===== config.mk =====
export PLATFORM = sky130hd
export DESIGN_NAME = sac_top
export DESIGN_NICKNAME = d
export VERILOG_FILES = /design/src/sac_pkg.sv /design/src/sac_tick.sv /design/src/sac_top.sv
export SDC_FILE = /design/constraint.sdc
export NUM_CORES = 1
export LEC_CHECK = 0
export BUFFER_PORTS_ARGS = -buffer_cell sky130_fd_sc_hd__buf_4
export CAP_MARGIN = 20
export CORE_ASPECT_RATIO = 0.6
export CORE_MARGIN = 2
export CORE_UTILIZATION = 52
export DETAILED_ROUTE_END_ITERATION = 7
export PLACE_DENSITY = 0.77
export SLEW_MARGIN = 20
export SYNTH_ARGS = -nofsm -noshare
export SYNTH_HDL_FRONTEND = slang
export SYNTH_SLANG_ARGS = --single-unit

===== constraint.sdc =====
create_clock -name mclk_i -period 2.8 [get_ports mclk_i]
set_input_delay 0.84 -clock mclk_i [delete_from_list [all_inputs] [get_ports mclk_i]]
set_output_delay 0.84 -clock mclk_i [all_outputs]
set_load 0.05 [all_outputs]

===== src/sac_pkg.sv =====
// constants and types shared by the converter control block
package sac_pkg;
  // conversion clock limit and derived divider
  localparam int CLK_KHZ = 40000;
  localparam int SAR_MAX_KHZ = 3000;
  localparam int SAR_DIV = (CLK_KHZ + SAR_MAX_KHZ - 1) / SAR_MAX_KHZ;
  // phase lengths in conversion clock periods
  localparam int TRACK_SAR = 3;
  localparam int CONV_SAR = 10;
  localparam int RES_W = 10;
  // register indices, byte address is four times the index
  localparam logic [7:0] IDX_NEG = 8'hba;
  localparam logic [7:0] IDX_CFG = 8'hbc;
  localparam logic [7:0] IDX_RES_LO = 8'hbd;
  localparam logic [7:0] IDX_RES_HI = 8'hbe;
  localparam logic [7:0] IDX_ABV_LO = 8'hc3;
  localparam logic [7:0] IDX_ABV_HI = 8'hc4;
  localparam logic [7:0] IDX_BLW_LO = 8'hc5;
  localparam logic [7:0] IDX_BLW_HI = 8'hc6;
  localparam logic [7:0] IDX_CTRL = 8'he8;
  // control register fields
  localparam int CTRL_EN = 7;
  localparam int CTRL_TM = 6;
  localparam int CTRL_DONE = 5;
  localparam int CTRL_BUSY = 4;
  localparam int CTRL_WIN = 3;
  localparam int CTRL_CM_MSB = 2;
  localparam int CTRL_CM_LSB = 0;
  localparam int CFG_LJST = 2;
  localparam int NEG_W = 5;
  // start source codes
  localparam logic [2:0] CM_SW = 3'h0;
  localparam logic [2:0] CM_T0 = 3'h1;
  localparam logic [2:0] CM_T2 = 3'h2;
  localparam logic [2:0] CM_T1 = 3'h3;
  localparam logic [2:0] CM_EXT = 3'h4;
  localparam logic [2:0] CM_T3 = 3'h5;
  // negative input code that selects ground
  localparam logic [4:0] NEG_GND = 5'h1f;
  // reset values
  localparam logic [7:0] BYTE_RST = 8'h00;
  localparam logic [2:0] CM_RST = 3'h0;
  localparam logic [4:0] NEG_RST = 5'h00;
  typedef enum logic [1:0] {
    ST_IDLE = 2'b00,
    ST_TRACK = 2'b01,
    ST_CONV = 2'b11,
    ST_DONE = 2'b10
  } sac_state_t;
endpackage


===== src/sac_tick.sv =====
// conversion clock tick generator
`timescale 1ns/100ps
module sac_tick #(
  parameter int DIV = 14
) (
  input wire logic mclk_i,
  input wire logic rstn_i,
  input wire logic run_i,
  output logic tick_o
);
  localparam int W = $clog2(DIV + 1);
  logic [W-1:0] cnt_r;

  // restarts from zero whenever run drops
  assign tick_o = run_i && (cnt_r == W'(DIV - 1));

  always_ff @(posedge mclk_i) begin
    if (!rstn_i || !run_i) begin
      cnt_r <= '0;
    end else if (tick_o) begin
      cnt_r <= '0;
    end else begin
      cnt_r <= cnt_r + W'(1);
    end
  end
endmodule


===== src/sac_top.sv =====
// converter control, result formatting and window detector
`timescale 1ns/100ps
module sac_top import sac_pkg::*; #(
  parameter int DIV = SAR_DIV
) (
  input wire logic mclk_i,
  input wire logic rstn_i,
  input wire logic [9:0] avs_address_i,
  input wire logic avs_read_i,
  input wire logic avs_write_i,
  input wire logic [3:0] avs_byteenable_i,
  input wire logic [31:0] avs_writedata_i,
  output logic [31:0] avs_readdata_o,
  output logic avs_waitrequest_o,
  input wire logic timer0_ovf_i,
  input wire logic timer1_ovf_i,
  input wire logic timer2_ovf_i,
  input wire logic timer3_ovf_i,
  input wire logic external_start_input_i,
  input wire logic [RES_W-1:0] sar_data_i,
  output logic converter_power_o,
  output logic track_o,
  output logic convert_o
);
  sac_state_t state_r, state_nxt;
  logic wait_r;
  logic [31:0] rdata_r;
  logic [7:0] rd_mux;
  logic [7:0] idx;
  logic [7:0] wd;
  logic acc_wr;
  logic wr_ctrl;
  logic converter_enable_r, track_mode_select_r;
  logic [2:0] start_source_select_r;
  logic conversion_done_flag_r, conversion_busy_bit_r;
  logic window_match_flag_r;
  logic justify_left_select_r;
  logic [NEG_W-1:0] negative_input_select_r;
  logic [7:0] above_threshold_low_r, above_threshold_high_r;
  logic [7:0] below_threshold_low_r, below_threshold_high_r;
  logic [7:0] result_low_byte_r, result_high_byte_r;
  logic [RES_W-1:0] res_r;
  logic [3:0] sar_cnt_r;
  logic ext_d_r;
  logic ext_rise, hw_trig, sw_go, start, mode_lp, direct;
  logic tick, cap, done_set, match, diff;
  logic [15:0] cmp_word, abv_word, blw_word;
  logic track_r, conv_r;

  assign idx = avs_address_i[9:2];
  assign wd = avs_writedata_i[7:0];
  assign acc_wr = avs_write_i && !wait_r && avs_byteenable_i[0];
  assign wr_ctrl = acc_wr && (idx == IDX_CTRL);

  // bus slave: one wait cycle, then answer
  always_ff @(posedge mclk_i) begin
    if (!rstn_i) begin
      wait_r <= 1'b1;
    end else if (!wait_r) begin
      wait_r <= 1'b1;
    end else if (avs_read_i || avs_write_i) begin
      wait_r <= 1'b0;
    end
  end

  always_comb begin
    rd_mux = 8'h00;
    unique case (idx)
      IDX_NEG: rd_mux = {3'h0, negative_input_select_r};
      IDX_CFG: rd_mux = {5'h00, justify_left_select_r, 2'h0};
      IDX_RES_LO: rd_mux = result_low_byte_r;
      IDX_RES_HI: rd_mux = result_high_byte_r;
      IDX_ABV_LO: rd_mux = above_threshold_low_r;
      IDX_ABV_HI: rd_mux = above_threshold_high_r;
      IDX_BLW_LO: rd_mux = below_threshold_low_r;
      IDX_BLW_HI: rd_mux = below_threshold_high_r;
      IDX_CTRL: rd_mux = {converter_enable_r, track_mode_select_r,
                          conversion_done_flag_r,
                          conversion_busy_bit_r,
                          window_match_flag_r, start_source_select_r};
      default: rd_mux = 8'h00;
    endcase
  end

  always_ff @(posedge mclk_i) begin
    if (!rstn_i) begin
      rdata_r <= 32'h0000_0000;
    end else if (avs_read_i && wait_r) begin
      rdata_r <= {24'h00_0000, rd_mux};
    end
  end

  assign avs_readdata_o = rdata_r;
  assign avs_waitrequest_o = wait_r;

  // configuration and limit registers
  always_ff @(posedge mclk_i) begin
    if (!rstn_i) begin
      justify_left_select_r <= 1'b0;
      negative_input_select_r <= NEG_RST;
      above_threshold_low_r <= BYTE_RST;
      above_threshold_high_r <= BYTE_RST;
      below_threshold_low_r <= BYTE_RST;
      below_threshold_high_r <= BYTE_RST;
    end else if (acc_wr) begin
      unique case (idx)
        IDX_CFG: justify_left_select_r <= wd[CFG_LJST];
        IDX_NEG: negative_input_select_r <= wd[NEG_W-1:0];
        IDX_ABV_LO: above_threshold_low_r <= wd;
        IDX_ABV_HI: above_threshold_high_r <= wd;
        IDX_BLW_LO: below_threshold_low_r <= wd;
        IDX_BLW_HI: below_threshold_high_r <= wd;
        default: ;
      endcase
    end
  end

  // control settings
  always_ff @(posedge mclk_i) begin
    if (!rstn_i) begin
      converter_enable_r <= 1'b0;
      track_mode_select_r <= 1'b0;
      start_source_select_r <= CM_RST;
    end else if (wr_ctrl) begin
      converter_enable_r <= wd[CTRL_EN];
      track_mode_select_r <= wd[CTRL_TM];
      start_source_select_r <= wd[CTRL_CM_MSB:CTRL_CM_LSB];
    end
  end

  // trigger selection
  always_ff @(posedge mclk_i) begin
    if (!rstn_i) begin
      ext_d_r <= 1'b0;
    end else begin
      ext_d_r <= external_start_input_i;
    end
  end

  assign ext_rise = external_start_input_i && !ext_d_r;

  always_comb begin
    hw_trig = 1'b0;
    unique case (start_source_select_r)
      CM_T0: hw_trig = timer0_ovf_i;
      CM_T2: hw_trig = timer2_ovf_i;
      CM_T1: hw_trig = timer1_ovf_i;
      CM_EXT: hw_trig = ext_rise;
      CM_T3: hw_trig = timer3_ovf_i;
      default: hw_trig = 1'b0;
    endcase
  end

  // a write of zero to busy starts nothing
  assign sw_go = wr_ctrl && wd[CTRL_BUSY] && wd[CTRL_EN] &&
                 (wd[CTRL_CM_MSB:CTRL_CM_LSB] == CM_SW);
  assign start = (state_r == ST_IDLE) &&
                 (sw_go || (converter_enable_r && hw_trig));
  assign mode_lp = sw_go ? wd[CTRL_TM] : track_mode_select_r;
  assign direct = !mode_lp ||
                  (!sw_go && start_source_select_r == CM_EXT);

  sac_tick #(.DIV(DIV)) u_tick (
    .mclk_i(mclk_i),
    .rstn_i(rstn_i),
    .run_i(state_r == ST_TRACK || state_r == ST_CONV),
    .tick_o(tick)
  );

  // sequencer
  always_comb begin
    state_nxt = state_r;
    unique case (state_r)
      ST_IDLE: begin
        if (start) begin
          state_nxt = direct ? ST_CONV : ST_TRACK;
        end
      end
      ST_TRACK: begin
        if (!converter_enable_r) begin
          state_nxt = ST_IDLE;
        end else if (tick && sar_cnt_r == 4'(TRACK_SAR - 1)) begin
          state_nxt = ST_CONV;
        end
      end
      ST_CONV: begin
        if (!converter_enable_r) begin
          state_nxt = ST_IDLE;
        end else if (tick && sar_cnt_r == 4'(CONV_SAR - 1)) begin
          state_nxt = ST_DONE;
        end
      end
      ST_DONE: state_nxt = ST_IDLE;
    endcase
  end

  always_ff @(posedge mclk_i) begin
    if (!rstn_i) begin
      state_r <= ST_IDLE;
    end else begin
      state_r <= state_nxt;
    end
  end

  always_ff @(posedge mclk_i) begin
    if (!rstn_i || state_nxt != state_r) begin
      sar_cnt_r <= 4'h0;
    end else if (tick) begin
      sar_cnt_r <= sar_cnt_r + 4'h1;
    end
  end

  always_ff @(posedge mclk_i) begin
    if (!rstn_i) begin
      conversion_busy_bit_r <= 1'b0;
    end else if (start) begin
      conversion_busy_bit_r <= 1'b1;
    end else if (state_r != ST_IDLE && state_nxt == ST_IDLE) begin
      conversion_busy_bit_r <= 1'b0;
    end
  end

  // result capture and formatting
  assign cap = (state_r == ST_CONV) && (state_nxt == ST_DONE);

  always_ff @(posedge mclk_i) begin
    if (!rstn_i) begin
      res_r <= '0;
      result_low_byte_r <= BYTE_RST;
      result_high_byte_r <= BYTE_RST;
    end else if (cap) begin
      res_r <= sar_data_i;
      if (justify_left_select_r) begin
        result_high_byte_r <= sar_data_i[9:2];
        result_low_byte_r <= {sar_data_i[1:0], 6'h00};
      end else begin
        result_high_byte_r <= {{6{sar_data_i[9]}},
                               sar_data_i[9:8]};
        result_low_byte_r <= sar_data_i[7:0];
      end
    end else if (acc_wr && idx == IDX_RES_LO) begin
      result_low_byte_r <= wd;
    end else if (acc_wr && idx == IDX_RES_HI) begin
      result_high_byte_r <= wd;
    end
  end

  // window detector on the captured result
  assign diff = negative_input_select_r != NEG_GND;
  always_comb begin
    if (justify_left_select_r) begin
      cmp_word = {res_r, 6'h00};
    end else if (diff) begin
      cmp_word = {{6{res_r[9]}}, res_r};
    end else begin
      cmp_word = {6'h00, res_r};
    end
  end

  // limits are taken in the format now configured
  // flipping the top bit turns a signed compare into unsigned
  assign abv_word = {above_threshold_high_r, above_threshold_low_r} ^
                    {diff, 15'h0000};
  assign blw_word = {below_threshold_high_r, below_threshold_low_r} ^
                    {diff, 15'h0000};

  always_comb begin
    logic gt_ok;
    logic lt_ok;
    gt_ok = (cmp_word ^ {diff, 15'h0000}) > abv_word;
    lt_ok = (cmp_word ^ {diff, 15'h0000}) < blw_word;
    if (blw_word > abv_word) begin
      match = gt_ok && lt_ok;
    end else begin
      match = gt_ok || lt_ok;
    end
  end

  // sticky flags, hardware set wins over a clearing write
  assign done_set = (state_r == ST_DONE);

  always_ff @(posedge mclk_i) begin
    if (!rstn_i) begin
      conversion_done_flag_r <= 1'b0;
    end else if (done_set) begin
      conversion_done_flag_r <= 1'b1;
    end else if (wr_ctrl) begin
      conversion_done_flag_r <= wd[CTRL_DONE];
    end
  end

  always_ff @(posedge mclk_i) begin
    if (!rstn_i) begin
      window_match_flag_r <= 1'b0;
    end else if (done_set && match) begin
      window_match_flag_r <= 1'b1;
    end else if (wr_ctrl) begin
      window_match_flag_r <= wd[CTRL_WIN];
    end
  end

  // analog side controls
  always_ff @(posedge mclk_i) begin
    if (!rstn_i) begin
      track_r <= 1'b0;
      conv_r <= 1'b0;
    end else begin
      track_r <= converter_enable_r &&
                 ((state_r == ST_TRACK) ||
                  (state_r == ST_IDLE &&
                   (!track_mode_select_r ||
                    (start_source_select_r == CM_EXT &&
                     !external_start_input_i))));
      conv_r <= (state_r == ST_CONV);
    end
  end

  assign converter_power_o = converter_enable_r;
  assign track_o = track_r;
  assign convert_o = conv_r;

  // helper counters for timing checks
  logic [15:0] h_trk, h_conv;
  always_ff @(posedge mclk_i) begin
    if (!rstn_i || state_r != ST_TRACK) begin
      h_trk <= 16'h0000;
    end else begin
      h_trk <= h_trk + 16'h0001;
    end
  end
  always_ff @(posedge mclk_i) begin
    if (!rstn_i || state_r != ST_CONV) begin
      h_conv <= 16'h0000;
    end else begin
      h_conv <= h_conv + 16'h0001;
    end
  end
endmodule


## Word level (Yosys, flattened, before mapping)

Index checks and enable logic that the tools add are counted.

- $add $sub $neg: 2
- Order comparisons: 3
- Equal/unequal tests: 24
- Multiplexer cells: 27
- Bitwise logic cells: 3
- Reduce and logical (&&, ||, !) cells: 58

Operator list:

| cell | number |
|---|---|
| $eq A8 B8 Y1 const B | 9 |
| $pmux W8 S9 | 1 |
| $mux W8 | 6 |
| $xor A16 B16 Y16 | 3 |
| $gt A16 B16 Y1 | 2 |
| $mux W16 | 2 |
| $logic_and A1 B1 Y1 | 23 |
| $lt A16 B16 Y1 | 1 |
| $reduce_and A2 Y1 | 8 |
| $mux W2 | 6 |
| $reduce_bool A2 Y1 | 6 |
| $logic_or A1 B1 Y1 | 9 |
| $mux W1 | 9 |
| $add A4 B1 Y4 const B | 2 |
| $eq A4 B4 Y1 const B | 2 |
| $logic_not A1 Y1 | 8 |
| $pmux W2 S4 | 1 |
| $mux W7 | 1 |
| $eq A2 B2 Y1 const B | 3 |
| $eq A3 B2 Y1 const B | 2 |
| $eq A3 B3 Y1 const B | 2 |
| $ne A5 B5 Y1 const B | 1 |
| $pmux W1 S5 | 1 |
| $eq A4 B2 Y1 const B | 1 |
| other kinds (7) | 8 |

- Register bits after elaboration: 94
- Bits of input ports: 65
- Output and inout port bits: 36
- Logic and storage cells: 140

## Logic depth before layout (Yosys ltp)

- Depth after elaboration: 17
- Depth in mapped cells: 12
- Depth with buffers taken out: 11

## Modules after synthesis

Synthesis repeated with hierarchy kept, for this count alone.

- Cells, all modules: 712
- Area total of the unflattened synthesis: 6,155.9 um^2

Modules (own cells, without submodules):

| module | instances | cells each | area each (um^2) | seq. area each (um^2) |
|---|---|---|---|---|
| sac_top | 1 | 694 | 5,984.5 | 1,801.7 |
| sac_tick | 1 | 18 | 171.4 | 80.1 |

## Worst setup path after synthesis

OpenSTA, ideal clock, no wires.

- Path kind: flip-flop to flip-flop
- Start point: register justify_left_select_r
- End point: register window_match_flag_r
- Library setup time: 0.130 ns
- Arrival time: 2.505 ns
- Required time: 2.670 ns
- Slack: 0.165 ns
- Stages on the path, launching flop included: 12
- Clock period less this slack: 2.635 ns
- Path through: dfxtp_1 -> clkbuf_1 -> buf_1 -> clkbuf_1 -> a21o_1 -> ha_1 -> a21oi_1 -> o21ai_0 -> a221o_1 -> o31a_1 -> o211ai_1 -> nand4_1

- Cells in the longest elaborated chain, start to end: 7

RTL lines:

| element | RTL line | source |
|---|---|---|
| start: declaration | sac_top.sv:37 | `logic justify_left_select_r;` |
| start signal: assignment | sac_top.sv:107 | `IDX_CFG: justify_left_select_r <= wd[CFG_LJST];` |
| $mux W16 * | sac_top.sv:251 | `if (justify_left_select_r) begin` |
| $xor A16 B16 Y16 * | sac_top.sv:270, sac_top.sv:271 |  |
| $gt A16 B16 Y1 / $lt A16 B16 Y1 (equally long branches) | sac_top.sv:270, sac_top.sv:271 |  |
| $logic_or A1 B1 Y1 / $logic_and A1 B1 Y1 (equally long branches) | sac_top.sv:275, sac_top.sv:273 |  |
| $mux W1 * | sac_top.sv:272 | `if (blw_word > abv_word) begin` |
| $logic_and A1 B1 Y1 * | sac_top.sv:295 | `end else if (done_set && match) begin` |
| $mux W1 / $reduce_bool A2 Y1 (equally long branches) | - |  |
| end signal: assignment | sac_top.sv:298 | `window_match_flag_r <= wd[CTRL_WIN];` |
| end: declaration | sac_top.sv:36 | `logic window_match_flag_r;` |

Every way passes the cells marked *; elsewhere a longest branch is shown, timed or not.
A chain may end at the register's enable or synchronous reset.

## Worst setup path in the final report

- Start point: register negative_input_select_r[2]
- End point: register window_match_flag_r

- Cells in the longest elaborated chain, start to end: 9

RTL lines:

| element | RTL line | source |
|---|---|---|
| start: declaration | sac_top.sv:38 | `logic [NEG_W-1:0] negative_input_select_r;` |
| start signal: assignment | sac_top.sv:108 | `IDX_NEG: negative_input_select_r <= wd[NEG_W-1:0];` |
| $ne A5 B5 Y1 * | sac_top.sv:249 | `assign diff = negative_input_select_r != NEG_GND;` |
| $mux W16 | sac_top.sv:253 | `end else if (diff) begin` |
| $mux W16 | sac_top.sv:251 |  |
| $xor A16 B16 Y16 | sac_top.sv:270, sac_top.sv:271 |  |
| $gt A16 B16 Y1 / $lt A16 B16 Y1 (equally long branches) | sac_top.sv:270, sac_top.sv:271 |  |
| $logic_or A1 B1 Y1 / $logic_and A1 B1 Y1 (equally long branches) | sac_top.sv:275, sac_top.sv:273 |  |
| $mux W1 * | sac_top.sv:272 |  |
| $logic_and A1 B1 Y1 * | sac_top.sv:295 |  |
| $mux W1 / $reduce_bool A2 Y1 (equally long branches) | - |  |

Marked as above.

==> run metrics <==
final setup violation count 0; Synth Instances 743; layout cells sized above 1 between 15 and 20%; TritonRoute pass-1 iters 6; Layout Area Growth over Synthesis 14.57%; Hold WC Path Type register to register; Post-synth top cells dfxtp_1, nand2_1, ha_1, mux2i_1, inv_1; library cells used by synthesis 73; full die area 13010 um^2; Total Neg Setup Slack 0 ns; Post-CTS Hold Buffers 0; Die Wd around 150 um; CTS Buffer Depth 2; final worst path period need roughly 2.7 ns; clk slew on worst S/H paths approximately 0.07 ns; CP bufs+invs 1; global-route wire length before repair 27.89 mm; Comb power frac 8.8%; f_max approximately 380 MHz; Slew HR about three fifths; initial antenna violation count 0; launch point of the worst path negative_input_select_r[2]; Yosys top cell by area dfxtp_1; Hold Crit Depth 2; Residual DRC 0; worst reg2reg startpoint negative_input_select_r[2]; WS Path Type register to register; Final Instance Area around 7000 um^2; post-placement setup slack roughly 0.022 ns; final setup margin between 0.1 and 0.15 ns; part of the power in the clock network roughly 43%; initial core utilization about 53%; iteration-0 DRC count of the detailed router approximately 570; worst-margin pin slew around 0.56 ns; Ant. Diodes 0; fin cells slightly below 1000; Critical Path Max Stage Delay 0.34 ns; Required @ worst endpoint around 3 ns; CP cell instances nand3_2 -> or2_4 -> and3b_2 -> a21o_1 -> ha_4 -> buf_4 -> a21oi_1 -> nand2_1 -> a221o_1 -> o31a_1 -> nand4_1 -> nand4_1; Arr. time, crit path ~2.9 ns; clk_lat worst skew 0.35 ns; switching part of the total power about 27%; fin. max-slew vios 0; drt wl/cell around 19 um; period utilization between 90% and 100%; flop-to-flop setup slack about 0.14 ns; Pleak just over 0.003 uW; Worst path top cell family by delay compound AO/OA/AOI/OAI gates; Post-synth top flop dfxtp_1; overall die height slightly below 90 um; H-tree levels 3; Crit path top cell by count nand4_1; RSZ-0062 raised after global routing no; sequential share of power 47.8%; Max Cap Viol 0; antenna viol nets, final 0; hold_sp avs_readdata_o[1]; FF+latch count, synth 94; run status finished, final reports clean; drt total wl roughly 18 mm; Placed Instances about 950; Seq/Total Area, Yosys between 20% and 30%; total CTS buffers 9; clock skew 0.01200 ns; Post-Synthesis Cell Area around 6300 um^2; Post-Syn Area per Cell between 8 and 9 um^2; Area contributors post-synth dfxtp_1, ha_1, mux2i_1; peak supply drop approximately 0.00032 V; Placed Area ~7000 um^2; nets@finish roughly 910; Fin. Hold Viols 0; Total GRT Usage between 20% and 30%; core outline area 11910 um^2; DP HPWL roughly 14 mm; worst hold endpoint avs_readdata_o[1]; internal cell power 2040 uW; total grt overflow 0; CTS tree built; number of global-route vias before repair ~5300; drt via density about 6; Async SR Flop Fraction 0%; Hold WS roughly 0.46 ns; EDFF count, synth 0; Final GP Congestion 1.035; Top Ports 101; root buf cell clkbuf_16; Synth top area share about 30%; worst reg2reg path depth 12; pin count of the biggest net entering global routing slightly above 60; # rows 31; worst r2r dst window_match_flag_r; DR vias approximately 5700; Ys Warns 0; most numerous cell in the Yosys netlist dfxtp_1; Critical Path Slowest Stage Cell dfxtp_2; NetSw approximately 760 uW; Crit. End Element register; Power Dens Cells 389.3 nW/um^2; Worst Path Max Fanout 5; Worst setup SP type register; IO buf count 47; TritonCTS sink count 94; number of fill cells ~1000
layout by cell type (no fill, tap or decap), types with 16 or more instances in the layout:
master,netlist,layout
nand2_1,90,90
inv_1,45,45
nor2_1,18,18
mux2i_1,48,48
buf_4,30,83
ha_1,51,48
nand3_1,30,29
a21boi_1,17,18
a21boi_0,17,16
nor2b_1,43,43
dfxtp_1,94,90
o21ai_0,20,19
conb_1,1,24
a21oi_1,34,34
worst reg2reg max path, cell delays in order (launching register included):
cell,delay (ns)
dfxtp_2,0.34
nand3_2,0.10
or2_4,0.24
and3b_2,0.24
a21o_1,0.20
ha_4,0.22
buf_4,0.13
a21oi_1,0.14
nand2_1,0.08
a221o_1,0.29
o31a_1,0.33
nand4_1,0.11
nand4_1,0.11
cell families after synthesis:
logic type,synth area share (%)
multiplexers,8.718
AO/OA/AOI/OAI,18.51
AND/OR/NAND/NOR,22.67
XOR/XNOR,1.115
buffers and inverters,8.838
adder cells (fa/ha/maj),10.15
other,0.05966
flip-flops,29.94
worst max-delay path by stage:
| stage | end | slack (ns) | cells past startpoint |
|---|---|---|---|
| 3_3_place_gp | window_match_flag_r | 0.08 | 12 |
| 5_1_grt | window_match_flag_r | 0.04 | 12 |
| 6_report | window_match_flag_r | 0.14 | 12 |
| 3_5_place_dp | window_match_flag_r | 0.02 | 12 |
| 4_1_cts | window_match_flag_r | 0.05 | 12 |
| 2_1_floorplan | window_match_flag_r | 0.17 | 11 |
repair_timing:
item / in CTS / in global routing
setup endpoints to repair: 1 / 1
pin swaps: 0 / 5
gates resized for setup: 1 / 14
buffers inserted: 0 / 2
cell type report:
| cell class | instances | area (um^2) | area share, % |
|---|---|---|---|
| Clock buffer | 9 | 225.2 | 3.127 |
| Multi-Input combinational cell | 559 | 3998 | 55.51 |
| Tap cell | 165 | 206.4 | 2.867 |
| Clock inverter | 7 | 73.82 | 1.025 |
| Inverter | 45 | 168.9 | 2.345 |
| Sequential cell | 94 | 1887 | 26.20 |
| Timing Repair Buffer | 84 | 643.1 | 8.930 |
state kept, by name, summed over array words and instances, names as in the netlist:
register,flops
convert_o,1
above_threshold_high_r,8
above_threshold_low_r,8
window_match_flag_r,1
state_r,2
avs_readdata_o,8
below_threshold_low_r,8
result_high_byte_r,8
conversion_done_flag_r,1
track_mode_select_r,1
ext_d_r,1
u_tick.cnt_r,4
converter_power_o,1
negative_input_select_r,5
result_low_byte_r,8
avs_waitrequest_o,1
track_o,1
start_source_select_r,3
conversion_busy_bit_r,1
sar_cnt_r,4
justify_left_select_r,1
res_r,10
below_threshold_high_r,8
metal layers:
layer | GRT usage (%) | routed length [um] | vias to the layer above
met5 | 0 | 0 | -
met4 | 6.863 | 282 | 0
met3 | 6.122 | 1735 | 26
met2 | 41.51 | 7508 | 291
met1 | 40.67 | 8458 | 2688
li1 | - | - | 2677
stage by stage:
stage,utilization (%),total power [uW]
after floorplan,-,1559
after global placement,57.28,1607
after detailed placement,57.28,1612
after CTS,59.79,2811
after global routing,60.48,2891
final,60.48,2804
power groups by stage:
stage                     Clock, uW  Sequential [uW]  Combinational [uW]
after floorplan                   0             1370                 185
after global placement            0             1370                 236
after detailed placement          0             1370                 241
after CTS                      1230             1340                 242
after global routing           1290             1340                 260
final                          1220             1340                 247
Power figures use the tool's default switching activity.
